===== src/stepper_params.svh =====
// constants for the stepper interface control block
// assumes a 50 mhz system clock; included by design files only
`ifndef STEPPER_PARAMS_SVH
`define STEPPER_PARAMS_SVH
`define CLK_PERIOD_NS      20
`define IDLE_OFF_TIME_MS   500
`define IDLE_OFF_CYCLES    ((`IDLE_OFF_TIME_MS * 1000000) / `CLK_PERIOD_NS)
`define RES_BINARY_BIT     3
`define RES_FULL_CODE      4'he
`define RES_DEGREE_CODE    4'hf
`define RES_DEC_LAST       3'h4
`define PHASE_ACC_W        16
`define FULL_STEP_SPAN     17'h04000
`define QUARTER_MASK       16'h3fff
`endif


===== src/stepper_pkg.sv =====
// types shared by the stepper interface control block
// assumes nothing beyond a sv compiler
package stepper_pkg;
  // decoded resolution
  typedef struct packed {
    logic        valid;
    logic [8:0]  usteps;
  } res_info_t;
  // status presented outward
  typedef struct packed {
    logic fault;
    logic overtemp;
    logic at_full_step;
  } drv_status_t;
  typedef enum logic [2:0] {
    ST_RESET = 3'b001,
    ST_RUN   = 3'b010,
    ST_HALT  = 3'b100
  } drv_state_t;
endpackage


===== src/res_decode.sv =====
// microstep resolution decoder
// assumes a static four-bit switch setting
`timescale 1ns/100ps
`default_nettype none
`include "stepper_params.svh"
module res_decode
  import stepper_pkg::*;
(
  // switch setting
  input  wire logic [3:0] step_resolution_select,
  // decoded count
  output res_info_t       res
);
  logic [2:0] low;
  assign low = step_resolution_select[2:0];
  // binary, decimal, full step and degree tables
  always_comb begin
    res = '{valid: 1'b1, usteps: 9'h000};
    if (!step_resolution_select[`RES_BINARY_BIT]) begin
      res.usteps = 9'(9'h002 << low);
    end else if (step_resolution_select == `RES_FULL_CODE) begin
      res.usteps = 9'h001;
    end else if (step_resolution_select == `RES_DEGREE_CODE) begin
      res.usteps = 9'h0b4;
    end else begin
      unique case (low)
        3'h0: res.usteps = 9'h005;
        3'h1: res.usteps = 9'h00a;
        3'h2: res.usteps = 9'h019;
        3'h3: res.usteps = 9'h032;
        3'h4: res.usteps = 9'h07d;
        default: res = '{valid: 1'b0, usteps: 9'h000}; // unlisted code
      endcase
    end
  end
endmodule
`default_nettype wire


===== src/stepper_interface_control.sv =====
// step/direction front end of a stepper driver board
// assumes all inputs synchronous to clk; open-drain pins resolved outside
`timescale 1ns/100ps
`default_nettype none
`include "stepper_params.svh"
// Overview of operation
// - auto-disable switches phases off after idle
// - idle-hold keeps phases enabled indefinitely
// - binary resolution is two to bits+1
// - decimal, full-step and degree resolution codes
// - fault latched until power or reset toggle
// - phase to ground short raises fault while running
// - fault terminal open-drain, low on fault
// - fault lamp follows fault indication
// - over-temperature halts without fault outputs
// - full-step terminal open-drain, low at full step
module stepper_interface_control
  import stepper_pkg::*;
#(
  parameter int unsigned IDLE_OFF_CYCLES = `IDLE_OFF_CYCLES
)(
  // system
  input  wire logic        clk,
  input  wire logic        rst,
  // controller inputs
  input  wire logic        step_clock,
  input  wire logic        direction,
  input  wire logic        phase_enable,
  input  wire logic        reset_n,
  // board setup
  input  wire logic [3:0]  step_resolution_select,
  input  wire logic        idle_auto_disable,
  input  wire logic        idle_hold_enabled,
  // sensed conditions
  input  wire logic        phase_ground_short,
  input  wire logic        over_temp,
  // power stage
  output logic             phase_out_en,
  output logic [15:0]      phase_angle,
  // open-drain terminals and lamp
  output logic             fault_n_o,
  output logic             fault_n_oe,
  output logic             full_step_n_o,
  output logic             full_step_n_oe,
  output logic             fault_lamp,
  // status
  output logic             overtemp_halt,
  output logic             res_invalid
);
  localparam int unsigned CNT_W = $clog2(IDLE_OFF_CYCLES + 1);

  // elaboration checks; a zero count would switch the phases off at once
  if (IDLE_OFF_CYCLES < 1) begin : g_bad_idle
    $error("idle off count must be at least one");
  end
  // the full-step test masks low angle bits, so mask and span must agree
  if (`QUARTER_MASK != 16'(`FULL_STEP_SPAN - 17'h00001)) begin : g_bad_span
    $error("full step mask does not match the full step span");
  end
  // the angle port carries the whole accumulator
  if (`PHASE_ACC_W != $bits(phase_angle)) begin : g_bad_acc
    $error("angle accumulator must match the phase angle port");
  end

  // decoded switch setting, latched causes and state
  res_info_t   res;
  drv_status_t stat_r;
  drv_state_t  state_r;
  drv_state_t  state_nxt;
  // step detection and idle timing
  logic        step_d_r;
  logic        step_rise;
  logic [CNT_W-1:0] idle_cnt_r;
  logic        idle_off_r;
  // position
  logic [`PHASE_ACC_W-1:0] angle_r;
  logic [16:0] incr;
  logic        run_ok;

  res_decode u_res_decode (
    .step_resolution_select (step_resolution_select),
    .res                    (res)
  );

  // step edge; the step input is the motion clock
  // the detector rests low like the idle step line, so reset makes no edge
  always_ff @(posedge clk or posedge rst) begin
    if (rst) begin
      step_d_r <= 1'b0;
    end else begin
      step_d_r <= step_clock;
    end
  end
  assign step_rise = step_clock && !step_d_r;

  // reset pin low holds reset; fault or heat halts until a reset toggle
  always_comb begin
    state_nxt = state_r;
    unique case (state_r)
      ST_RESET: if (reset_n) state_nxt = ST_RUN;
      ST_RUN: begin
        if (!reset_n) state_nxt = ST_RESET;
        else if (phase_ground_short || over_temp) state_nxt = ST_HALT;
      end
      ST_HALT: if (!reset_n) state_nxt = ST_RESET;
      default: state_nxt = ST_RESET;
    endcase
  end
  // state register
  always_ff @(posedge clk or posedge rst) begin
    if (rst) begin
      state_r <= ST_RESET;
    end else begin
      state_r <= state_nxt;
    end
  end

  // latched causes; only reset clears, so a power cycle also clears
  // a short seen while the reset pin is low is dropped: the hold wins
  always_ff @(posedge clk or posedge rst) begin
    if (rst) begin
      stat_r <= '0;
    end else if (state_nxt == ST_RESET) begin
      stat_r.fault    <= 1'b0;
      stat_r.overtemp <= 1'b0;
      stat_r.at_full_step <= (angle_r & `QUARTER_MASK) == '0;
    end else begin
      if (state_r == ST_RUN && phase_ground_short) stat_r.fault <= 1'b1;
      if (state_r == ST_RUN && over_temp && !phase_ground_short) begin
        stat_r.overtemp <= 1'b1;
      end
      stat_r.at_full_step <= (angle_r & `QUARTER_MASK) == '0;
    end
  end

  // idle counter; restarts on every step pulse and rests at the limit
  always_ff @(posedge clk or posedge rst) begin
    if (rst) begin
      idle_cnt_r <= '0;
    end else if (step_rise || state_r != ST_RUN) begin
      idle_cnt_r <= '0;
    end else if (idle_cnt_r != CNT_W'(IDLE_OFF_CYCLES - 1)) begin
      idle_cnt_r <= idle_cnt_r + 1'b1;
    end
  end

  // idle flag; set once the count runs out, cleared by the next step
  // resting the counter at the limit keeps it from wrapping and re-enabling
  always_ff @(posedge clk or posedge rst) begin
    if (rst) begin
      idle_off_r <= 1'b0;
    end else if (step_rise || state_r != ST_RUN) begin
      idle_off_r <= 1'b0;
    end else if (idle_cnt_r == CNT_W'(IDLE_OFF_CYCLES - 1)) begin
      idle_off_r <= 1'b1;
    end
  end

  // microstep position; one full step spans a quarter electrical turn
  // decimal and degree counts do not divide the span, so the increment is
  // truncated and those resolutions drift off exact full-step positions
  assign incr = 17'(`FULL_STEP_SPAN / (res.usteps == 9'h000 ? 17'h1 : 17'(res.usteps)));
  assign run_ok = state_r == ST_RUN && res.valid;
  always_ff @(posedge clk or posedge rst) begin
    if (rst) begin
      angle_r <= '0;
    end else if (run_ok && phase_enable && step_rise) begin
      if (direction) angle_r <= angle_r + incr[15:0];
      else           angle_r <= angle_r - incr[15:0];
    end
  end
  // angle leaves straight from its register; top two bits count full steps
  assign phase_angle = angle_r;

  // phase enable: auto-disable wins only when selected and hold is not
  // hold wins when both read high, since keeping torque is the safer side
  always_ff @(posedge clk or posedge rst) begin
    if (rst) begin
      phase_out_en <= 1'b0;
    end else begin
      phase_out_en <= run_ok && phase_enable
                      && !(idle_auto_disable && !idle_hold_enabled && idle_off_r);
    end
  end

  // terminals: drive low when active, release otherwise
  // every terminal leaves a flip-flop, so no decode glitch reaches a pin
  always_ff @(posedge clk or posedge rst) begin
    if (rst) begin
      fault_n_o  <= 1'b0;
      fault_n_oe <= 1'b0;
      fault_lamp <= 1'b0;
    end else begin
      fault_n_o  <= 1'b0;
      fault_n_oe <= stat_r.fault;
      fault_lamp <= stat_r.fault;
    end
  end

  // full-step terminal pulls low while the rotor sits on a full step
  always_ff @(posedge clk or posedge rst) begin
    if (rst) begin
      full_step_n_o  <= 1'b0;
      full_step_n_oe <= 1'b0;
    end else begin
      full_step_n_o  <= 1'b0;
      full_step_n_oe <= stat_r.at_full_step;
    end
  end

  // plain status; heat stops motion but never touches lamp or terminal
  always_ff @(posedge clk or posedge rst) begin
    if (rst) begin
      overtemp_halt <= 1'b0;
      res_invalid   <= 1'b0;
    end else begin
      overtemp_halt <= stat_r.overtemp;
      res_invalid   <= !res.valid;
    end
  end
endmodule
`default_nettype wire


===== config.mk =====
export PLATFORM = sky130hd
export DESIGN_NAME = stepper_interface_control
export DESIGN_NICKNAME = d
export VERILOG_FILES = /design/src/stepper_pkg.sv /design/src/res_decode.sv /design/src/stepper_interface_control.sv
export VERILOG_INCLUDE_DIRS = /design/src /design/src/src
export SDC_FILE = /design/constraint.sdc
export NUM_CORES = 1
export LEC_CHECK = 0
export BUFFER_PORTS_ARGS = -buffer_cell sky130_fd_sc_hd__buf_2
export CELL_PAD_IN_SITES_DETAIL_PLACEMENT = 1
export CELL_PAD_IN_SITES_GLOBAL_PLACEMENT = 1
export CORE_ASPECT_RATIO = 1.75
export CORE_UTILIZATION = 48
export DETAILED_ROUTE_END_ITERATION = 6
export PLACE_DENSITY = 0.89
export SLEW_MARGIN = 20
export SYNTH_ARGS = -nofsm -noshare
export SYNTH_HDL_FRONTEND = slang
export SYNTH_SLANG_ARGS = --single-unit

===== constraint.sdc =====
create_clock -name clk -period 3.55 [get_ports clk]
set_input_delay 0.1775 -clock clk [delete_from_list [all_inputs] [get_ports clk]]
set_output_delay 0.1775 -clock clk [all_outputs]
set_load 0.01 [all_outputs]

==> results.txt, run 1 <==
Initial Utilization - 49.1%
Gpl congestion - 0.978
Die height - 188 microns
Yosys top cell area share - 15.1%
Post-Synthesis Cells - 1248
Ys async rst share - 100%
Synth area leader - ha_1
IO Port Bufs - 35
Post-synth top cells - nor2_1 (130), ha_1 (114), nand2_1 (103), a21oi_1 (96), o21ai_0 (77)
Row count - 67
Number of enable flip-flop cells after synthesis - 0
Hpwl dp - 48000 microns
Count leader, synth - nor2_1
Failing step - detailed placement (3_5_place_dp)
#FFs+latches synth - 54
Yosys warns - 0
Area contributors post-synth - ha_1 (15%), dfrtp_1 (14%), xnor2_1 (6.4%)
Avg Inst Size Synth - 7.59 sq um
Sequential fraction of the synthesis area - 14.3%
Tool error - [ERROR DPL-0033] detailed placement checks failed during check placement.
Most used flip-flop cell after synthesis - dfrtp_1
Die Width - 108 microns
Synth cell types - 97
IO Pins - 38
Mapped Area - 9470 sq um
Status - did not finish
per-stage QoR:
| stage | cell area (sq um) | setup TNS, ns | hold slack [ns] | instances |
|---|---|---|---|---|
| global placement | 13600 | -347.72 | 0.304 | 1927 |
| floorplan | 10100 | -354.13 | 0.209 | 1252 |
logic make-up after synthesis:
family	synth area share, %
and+or+nand+nor	22.0
DFF	14.3
buffers and inverters	4.68
adders and majority gates	15.3
other	0.0396
AOI/OAI and AO/OA	29.1
muxes	3.83
xor gates and xnor gates	10.8
==> inputs of run 2 (changes only) <==
--- a/config.mk
+++ b/config.mk
@@ -7,12 +7,9 @@
 export NUM_CORES = 1
 export LEC_CHECK = 0
 export BUFFER_PORTS_ARGS = -buffer_cell sky130_fd_sc_hd__buf_2
-export CELL_PAD_IN_SITES_DETAIL_PLACEMENT = 1
-export CELL_PAD_IN_SITES_GLOBAL_PLACEMENT = 1
-export CORE_ASPECT_RATIO = 1.75
-export CORE_UTILIZATION = 48
+export CORE_UTILIZATION = 40
 export DETAILED_ROUTE_END_ITERATION = 6
-export PLACE_DENSITY = 0.89
+export PLACE_DENSITY_LB_ADDON = 0.15
 export SLEW_MARGIN = 20
 export SYNTH_ARGS = -nofsm -noshare
 export SYNTH_HDL_FRONTEND = slang
==> results.txt, run 2 <==
Initial drt markers - 1029
Final setup viols - 16
Layout Nets - 2024
Max_slew headroom - 33.4%
Crit path launch type - input port
Initial Utilization - 41.3% (was 49.1%)
CTS buffer count - 5
WL met3 - 1940 microns
Most used flip-flop cell after synthesis - dfrtp_1 (unchanged)
Post-synth top cells - nor2_1 (130), ha_1 (114), nand2_1 (103), a21oi_1 (96), o21ai_0 (77) (unchanged)
Largest net degree at the start of global routing - 55
Max incr delay on CP - 0.46 ns
#FFs+latches synth - 54 (unchanged)
Avg Inst Size Synth - 7.59 sq um (unchanged)
Synth area leader - ha_1 (unchanged)
ANT cells - 0
Cell Area, Placed - 13800 sq um
Area contributors post-synth - ha_1 (15%), dfrtp_1 (14%), xnor2_1 (6.4%) (unchanged)
Final instance area - 16400 sq um
Grt total ovfl - 0
Initial antenna violation count - 1
Vias per inst - 5.52
Count leader, synth - nor2_1 (unchanged)
Maxcap violations - 0
Required time of the critical path - 3.72 ns
H-tree depth - 2
Critical path class - in -> reg
Yosys warns - 0 (unchanged)
Met1 WL - 16500 microns
Die Width - 156 microns (was 108 microns)
Status - finished, violations left (was did not finish)
Final hold viol count - 0
Max-slew violation count - 0
Die height - 156 microns (was 188 microns)
Most frequent cells in the layout - buf_4 (629), nor2_1 (113), nand2_1 (94)
Sequential fraction of the synthesis area - 14.3% (unchanged)
DRT Pass-1 Iters - 7
Commonest non-fill, non-tap cell in the layout - buf_4
RSZ-0062 raised after global routing - true
Synth cell types - 97 (unchanged)
IO Pins - 38 (unchanged)
Vias - 12.2k
Clk slew on worst S/H paths - 0.07 ns
Area growth from synthesis to layout - 73.0%
CTS hold repair buffers - 0
Flip-flop count of the largest register after layout - 25
ANT nets after route - 0
Final worst slack - -22.19 ns
Clock buffer depth - 2
Worst EP arrival - 25.90 ns
Final core occ - 71.5%
Mapped Area - 9470 sq um (unchanged)
Layout cells sized above 1 - 49.7%
Failing checks - setup timing
Gpl congestion - 0.932 (was 0.978)
GRT Total Usage - 30.3%
Post-Synthesis Cells - 1248 (unchanged)
Ys async rst share - 100% (unchanged)
CTS tree - done
IO Port Bufs - 35 (unchanged)
Clock latency on the worst-skew pair - 0.29 ns
Dpl ws - -22.89 ns
Crit share post-route - 725%
Tmin final - 25.74 ns
Hpwl dp - 26000 microns (was 48000 microns)
Die footprint - 24300 sq um
Global-route wire length before repair - 59300 microns
Worst slew pin tran - 0.999 ns
Wire length on met2 - 18900 microns
Fmax - 38.9 MHz
Critical Path End Type - flip-flop
Yosys top cell area share - 15.1% (unchanged)
Root Buffer - clkbuf_16
Vias in the first global route - 12.1k
Core Region - 22900 sq um
Routed WL per cell - 17.6 microns
Largest Register - idle_cnt_r
Remaining routing DRC violations - 0
Maximum net fanout on the critical path - 8
Setup clock skew after layout - 0.00976 ns
Critical-path top delay cell - o41ai_4
Hold Path Class - in -> reg
Crit-path most repeated cell - a21oi_2
Row count - 55 (was 67)
Number of enable flip-flop cells after synthesis - 0 (unchanged)
Routed WL - 38900 microns
CTS Sinks - 54
Top layer reached by signal wires - met5
==> run 2: layout make-up <==
| type | instances | area (sq um) |
|---|---|---|
| Sequential cell | 54 | 1350 |
| Tap cell | 313 | 392 |
| Clock buffer | 6 | 139 |
| Multi-Input combinational cell | 1096 | 9110 |
| Inverter | 50 | 194 |
| Timing Repair Buffer | 688 | 5190 |
| Fill cell | 1740 | 6520 |
| Clock inverter | 2 | 16.3 |
==> run 2: worst paths after layout <==
check                                               to                       start  slack, ns  cells after the start
min in group asynchronous    idle_cnt_r[3]$_DFFE_PP0P_                         rst       0.05                      2
min                                 step_d_r$_DFF_PP0_                  step_clock       0.03                      1
max                        phase_angle[15]$_DFFE_PP0P_   step_resolution_select[1]     -22.19                    150
min reg2reg                   full_step_n_oe$_DFF_PP0_         stat_r[0]$_DFF_PP0_       0.37                      0
max reg2reg                phase_angle[14]$_DFFE_PP0P_  phase_angle[0]$_DFFE_PP0P_       0.47                     17
max in group asynchronous   phase_angle[2]$_DFFE_PP0P_                         rst       2.97                      2
==> run 2: stage by stage <==
| stage | TNS (ns) | hold slack (ns) | cells |
|---|---|---|---|
| final | -342.26 | 0.0255 | 2209 |
| after global routing | -363.43 | 0.0157 | 2209 |
| after CTS | -329.01 | 0.0193 | 2188 |
| after detailed placement | -351.70 | 0.315 | 2020 |
| after global placement | -344.23 | 0.314 | 2020 |
| after floorplan | -354.13 | 0.209 | 1252 |
==> run 2: worst max-delay path, delay by kind of cell <==
family / cells / cell delay [ns]
AOI/OAI and AO/OA: 77 / 11.91
xor gates and xnor gates: 3 / 0.59
adders and majority gates: 17 / 4.67
buffers and inverters: 15 / 2.08
muxes: 4 / 1.18
and+or+nand+nor: 34 / 5.23
==> run 2: kinds of logic (layout without fill, tap and decap cells) <==
group	Yosys count	after routing	share of synthesized area (%)
AO/OA/AOI/OAI	403	403	29.1
multiplexers	33	33	3.83
adder cells (fa/ha/maj)	115	115	15.3
XOR/XNOR	117	117	10.8
AND/OR/NAND/NOR	423	423	22.0
flip-flops	54	54	14.3
buffers and inverters	102	746	4.68
other	1	5	0.0396
==> run 2: repair_timing <==
action | 4_1_cts | 5_1_grt
hold endpoints to repair | 0 | 0
resized for setup | 100 | 119
endpoints found under the setup margin | 16 | 16
pin swaps | 94 | 92
setup buffers | 161 | 39
==> run 2: routing by layer <==
| metal | vias up | track usage, % |
|---|---|---|
| li1 | 5871 | - |
| met1 | 5778 | 37.4 |
| met2 | 418 | 54.5 |
| met3 | 132 | 2.06 |
| met4 | 2 | 11.4 |
| met5 | - | 0 |
Power of run 2 is not shown: default switching activity piles up to over one toggle a cycle in this logic, so the estimate is an artifact.
==> inputs of run 3 (changes only) <==
==> constraint.sdc (replaced) <==
create_clock -name clk -period 25.4 [get_ports clk]
set_input_delay 1.27 -clock clk [delete_from_list [all_inputs] [get_ports clk]]
set_output_delay 1.27 -clock clk [all_outputs]
set_load 0.01 [all_outputs]
==> results.txt, run 3 (synthesis gave the netlist of run 2 again) <==
Worst hold start - stat_r[0]$_DFF_PP0_ (was step_clock)
Clock buffer depth - 2 (unchanged)
Vias per inst - 5.62 (was 5.52)
Maximum net fanout on the critical path - 8 (unchanged)
Crit path launch type - input port (unchanged)
Root Buffer - clkbuf_16 (unchanged)
Critical Path End Type - flip-flop (unchanged)
Die Width - 156 microns (unchanged)
Flip-flop count of the largest register after layout - 25 (unchanged)
Met1 WL - 16200 microns (was 16500 microns)
CTS buffer count - 5 (unchanged)
Wire length on met2 - 18500 microns (was 18900 microns)
Required time of the critical path - 25.57 ns (was 3.72 ns)
Maxcap violations - 0 (unchanged)
IO Pins - 38 (unchanged)
Initial drt markers - 954 (was 1029)
Hold path cells - 0 (was 1)
Initial Utilization - 41.3% (unchanged)
Max incr delay on CP - 0.44 ns (was 0.46 ns)
ANT cells - 0 (unchanged)
Die height - 156 microns (unchanged)
Clk slew on worst S/H paths - 0.07 ns (about the same)
Top layer reached by signal wires - met4 (was met5)
Layout cells sized above 1 - 49.4% (was 49.7%)
Final worst slack - -1.61 ns (was -22.19 ns)
Layout Nets - 2000 (was 2024)
Vias - 12.3k (was 12.2k)
Core Region - 22900 sq um (unchanged)
Grt total ovfl - 0 (unchanged)
Final hold viol count - 0 (unchanged)
Commonest non-fill, non-tap cell in the layout - buf_4 (unchanged)
Final setup viols - 14 (was 16)
Largest net degree at the start of global routing - 36 (was 55)
Setup clock skew after layout - 0.00695 ns (was 0.00976 ns)
Failing checks - setup timing (unchanged)
Hpwl dp - 26100 microns (was 26000 microns)
Clock latency on the worst-skew pair - 0.29 ns (about the same)
GRT Total Usage - 30.0% (was 30.3%)
Routed WL - 38600 microns (was 38900 microns)
ANT nets after route - 0 (unchanged)
Row count - 55 (unchanged)
Die footprint - 24300 sq um (unchanged)
Dpl ws - -1.80 ns (was -22.89 ns)
Crit share post-route - 106%
Worst slew pin tran - 0.854 ns (was 0.999 ns)
RSZ-0062 raised after global routing - true (unchanged)
DRT Pass-1 Iters - 5 (was 7)
H-tree depth - 2 (unchanged)
Most frequent cells in the layout - buf_4 (611), nor2_1 (108), nand2_1 (99) (was buf_4 (629), nor2_1 (113), nand2_1 (94))
Vias in the first global route - 11.9k (was 12.1k)
Setup TNS - -11.83 ns (was -342.26 ns)
Hold Path Class - reg -> reg (was in -> reg)
Crit-path most repeated cell - a21oi_2 (unchanged)
IO Port Bufs - 35 (unchanged)
Top delay family on crit path - compound AO/OA/AOI/OAI gates (unchanged)
Worst reg2reg path startpoint - phase_angle[1]$_DFFE_PP0P_ (was phase_angle[0]$_DFFE_PP0P_)
Max-slew violation count - 0 (unchanged)
Critical-path top delay cell - o41ai_4 (unchanged)
Critical path class - in -> reg (unchanged)
Area growth from synthesis to layout - 71.0% (was 73.0%)
Gpl congestion - 0.967 (was 0.932)
Critical path buffers and inverters - 14 (was 15)
Initial antenna violation count - 0 (was 1)
Cell depth of the worst setup path - 147 (was 150)
Max_slew headroom - 43.1% (was 33.4%)
CTS tree - done (unchanged)
CTS Sinks - 54 (unchanged)
Status - finished, violations left (unchanged)
Worst EP arrival - 27.18 ns (was 25.90 ns)
Worst Reg2Reg Path Length in Cells - 18 (was 17)
Remaining routing DRC violations - 0 (unchanged)
CP Launch Point - step_resolution_select[3] (was step_resolution_select[1])
Tmin final - 27.01 ns
Global-route wire length before repair - 58800 microns (was 59300 microns)
Largest Register - idle_cnt_r (unchanged)
Routed WL per cell - 17.7 microns (was 17.6 microns)
Fmax - 37.0 MHz
WL met3 - 2040 microns (was 1940 microns)
[run 3: cell types whose count changed in the layout (fill, tap and decap cells not counted), moves of 4 or more]
cell and change:
buf_4 -18, buf_6 -7, nor2_2 +7, ha_1 -6, ha_4 +6, nand2_1 +5
nand2_2 -5, nor2_1 -5, o21ai_1 -5, o31ai_4 -4
[run 3: cell type report]
cell class / count / area, sq um
flip-flops and latches: 54 / 1350
well taps: 313 / 392
clock buffers: 6 / 139
fillers: 1748 / 6710
inverters: 50 / 193
multi-input cells: 1096 / 9110
repair buffers: 664 / 4990
clock inverters: 2 / 17.5
[run 3: metrics by stage]
stage	utilization, %	area (sq um)	instances	hold WS (ns)
after global placement	59.7	13700	2002	0.349
after global routing	70.7	16200	2185	0.367
after detailed placement	59.7	13700	2002	0.348
after floorplan	-	10100	1252	0.331
after CTS	67.1	15400	2151	0.353
final	70.7	16200	2185	0.352
[run 3: per-layer routing]
layer  vias to the layer above  track usage (%)
met1                      5803             36.8
met2                       483             53.0
met3                       161             3.14
met4                         0             12.9
met5                         -                0
li1                       5836                -
[run 3: repair_timing]
action | in CTS | in global routing
buffers inserted | 141 | 45
endpoints found under the setup margin | 14 | 16
pin swaps | 89 | 134
gates resized for setup | 100 | 100
hold buffers | 0 | 0
[run 3: final timing paths]
kind / slack (ns) / to
max: -1.61 / phase_angle[15]$_DFFE_PP0P_
min: 0.35 / full_step_n_oe$_DFF_PP0_
max reg2reg: 22.32 / phase_angle[15]$_DFFE_PP0P_
min reg2reg: 0.35 / full_step_n_oe$_DFF_PP0_
max in group asynchronous: 23.63 / state_r[0]$_DFF_PP1_
min in group asynchronous: 0.96 / idle_cnt_r[7]$_DFFE_PP0P_
[run 3: worst register-to-register path, cell delays in order (launching register included)]
cell and delay, ns:
dfrtp_1 0.44, ha_1 0.32, a21o_1 0.17, a21oi_2 0.13, o21bai_1 0.09, a21oi_2 0.16, o21bai_1 0.09, a21oi_2 0.16
o21bai_1 0.11, a21oi_2 0.16, o21bai_1 0.09, a21oi_2 0.14, o21bai_1 0.09, a21oi_2 0.16, o21bai_1 0.09, a21oi_1 0.15
xnor2_1 0.13, nor2_1 0.07, xor2_1 0.19
Power of run 3 is left out for the same reason.
==> inputs of run 4 (changes only) <==
--- a/config.mk
+++ b/config.mk
@@ -6,9 +6,9 @@
 export SDC_FILE = /design/constraint.sdc
 export NUM_CORES = 1
 export LEC_CHECK = 0
-export BUFFER_PORTS_ARGS = -buffer_cell sky130_fd_sc_hd__buf_2
 export CORE_UTILIZATION = 40
 export DETAILED_ROUTE_END_ITERATION = 6
+export DONT_BUFFER_PORTS = 1
 export PLACE_DENSITY_LB_ADDON = 0.15
 export SLEW_MARGIN = 20
 export SYNTH_ARGS = -nofsm -noshare
==> results.txt, run 4 (synthesis gave the netlist of run 2 again) <==
R2R Setup Slk - 22.37 ns (was 22.32 ns)
Crit path launch type - input port (unchanged)
Critical-path top delay cell - or3_4 (was o41ai_4)
DRT Pass-1 Iters - 5 (unchanged)
Grt met3 use - 1.97% (was 3.14%)
Layout Nets - 1908 (was 2000)
Max-slew violation count - 0 (unchanged)
Maxcap violations - 0 (unchanged)
Core Region - 22900 sq um (unchanged)
Initial Utilization - 41.3% (unchanged)
Initial antenna violation count - 0 (unchanged)
Maximum net fanout on the critical path - 22 (was 8)
Hold Path Class - reg -> reg (unchanged)
Gpl congestion - 0.987 (was 0.967)
Vias per inst - 5.62 (about the same)
Worst EP arrival - 27.05 ns (was 27.18 ns)
Setup clock skew after layout - 0.00755 ns (was 0.00695 ns)
Routed WL - 37100 microns (was 38600 microns)
Failing checks - setup timing (unchanged)
Max_slew headroom - 30.0% (was 43.1%)
GRT Total Usage - 29.0% (was 30.0%)
Row count - 55 (unchanged)
Worst reg2reg endpoint - phase_angle[14]$_DFFE_PP0P_ (was phase_angle[15]$_DFFE_PP0P_)
Grt total ovfl - 0 (unchanged)
Vias - 11.8k (was 12.3k)
Die footprint - 24300 sq um (unchanged)
CTS Sinks - 54 (unchanged)
Critical Path End Type - flip-flop (unchanged)
Tmin final - 26.88 ns (was 27.01 ns)
ANT nets after route - 0 (unchanged)
Largest Register - idle_cnt_r (unchanged)
Global-route wire length before repair - 56400 microns (was 58800 microns)
Clk slew on worst S/H paths - 0.07 ns (about the same)
Clock latency on the worst-skew pair - 0.29 ns (about the same)
RSZ-0062 raised after global routing - true (unchanged)
Die height - 156 microns (unchanged)
Die Width - 156 microns (unchanged)
H-tree depth - 2 (unchanged)
ANT cells - 0 (unchanged)
Remaining routing DRC violations - 0 (unchanged)
Worst hold start - stat_r[0]$_DFF_PP0_ (unchanged)
Max incr delay on CP - 0.40 ns (was 0.44 ns)
CTS hold repair buffers - 0 (unchanged)
Routed WL per cell - 17.7 microns (about the same)
Worst reg2reg path startpoint - phase_angle[0]$_DFFE_PP0P_ (was phase_angle[1]$_DFFE_PP0P_)
Area of the multi-input gates - 9080 sq um (was 9110 sq um)
Required time of the critical path - 25.57 ns (about the same)
Crit share post-route - 106% (about the same)
Most frequent cells in the layout - buf_4 (551), nor2_1 (112), nand2_1 (96) (was buf_4 (611), nor2_1 (108), nand2_1 (99))
Layout cells sized above 1 - 46.4% (was 49.4%)
Largest net degree at the start of global routing - 55 (was 36)
Hold path cells - 0 (unchanged)
CTS tree - done (unchanged)
Worst slew pin tran - 1.05 ns (was 0.854 ns)
Vias in the first global route - 11.4k (was 11.9k)
Crit-path most repeated cell - buf_4 (was a21oi_2)
End of the worst hold path - full_step_n_oe$_DFF_PP0_ (unchanged)
Status - finished, violations left (unchanged)
Root Buffer - clkbuf_16 (unchanged)
M1 GR Usage - 36.4% (was 36.8%)
Critical path class - in -> reg (unchanged)
Clock buffer depth - 2 (unchanged)
Global-route track usage on met2 - 51.4% (was 53.0%)
Area growth from synthesis to layout - 64.5% (was 71.0%)
FILL cells - 1811 (was 1748)
Final core occ - 68.0% (was 70.7%)
IO Pins - 38 (unchanged)
CTS buffer count - 5 (unchanged)
Hpwl dp - 25600 microns (was 26100 microns)
Worst Reg2Reg Path Length in Cells - 17 (was 18)
IO Port Bufs - 0 (was 35)
Initial drt markers - 829 (was 954)
FF/Latch Area - 1350 sq um (unchanged)
Layer with the highest usage - met2 (unchanged)
Flip-flop count of the largest register after layout - 25 (unchanged)
Final worst slack - -1.48 ns (was -1.61 ns)
Commonest non-fill, non-tap cell in the layout - buf_4 (unchanged)
Final hold viol count - 0 (unchanged)
Final setup viols - 14 (unchanged)
Fmax - 37.2 MHz (was 37.0 MHz)
-- run 4: worst max-delay path, delay by kind of cell --
kind / cells / cell delay [ns]
AOI/OAI and AO/OA: 70 / 11.49
xor gates and xnor gates: 2 / 0.31
adders and majority gates: 15 / 3.62
buffers and inverters: 40 / 5.13
muxes: 1 / 0.15
and+or+nand+nor: 35 / 5.04
-- run 4: metal layers --
layer	wire, microns	vias up	part of all wire [%]
met1	15700	5597	42
met5	0	-	0
li1	-	5640	-
met4	1510	0	4.1
met3	1940	114	5.2
met2	17900	419	48
-- run 4: timing repair --
action                                 4_1_cts  5_1_grt
endpoints found under the hold margin        0        0
buffers inserted                           111       43
setup endpoints to repair                   15       16
pin swaps                                  111      125
resized for setup                           87      105
gates cloned                                 1        0
-- run 4: how the worst max path moves through the flow --
stage                                    from                          end  slack [ns]  cells past startpoint
floorplan           step_resolution_select[2]  phase_angle[15]$_DFFE_PP0P_       -2.39                    161
global placement    step_resolution_select[1]  phase_angle[14]$_DFFE_PP0P_       -1.37                    146
detailed placement  step_resolution_select[1]  phase_angle[14]$_DFFE_PP0P_       -1.89                    150
CTS                 step_resolution_select[0]  phase_angle[14]$_DFFE_PP0P_       -0.77                    151
global route        step_resolution_select[0]  phase_angle[15]$_DFFE_PP0P_       -2.52                    156
finish              step_resolution_select[0]  phase_angle[15]$_DFFE_PP0P_       -1.48                    163
-- run 4: through the flow --
stage | worst slack (ns) | TNS (ns) | cells | instance area (sq um) | hold WS, ns
after floorplan | -2.39 | -22.01 | 1252 | 10100 | 0.331
after global placement | -1.37 | -9.15 | 1937 | 13300 | 0.349
after detailed placement | -1.89 | -16.58 | 1937 | 13300 | 0.350
after CTS | -0.765 | -3.01 | 2051 | 14700 | 0.360
after global routing | -2.52 | -26.52 | 2093 | 15600 | 0.366
final | -1.48 | -11.23 | 2093 | 15600 | 0.360
-- run 4: cell type report --
cell class / count / area share, %
tap: 313 / 2.51
timing repair buffer: 572 / 28.3
inverter: 50 / 1.24
clock buffer: 5 / 0.803
sequential: 54 / 8.68
clock inverter: 3 / 0.185
multi-input combinational: 1096 / 58.3
Power of run 4 is left out for the same reason.
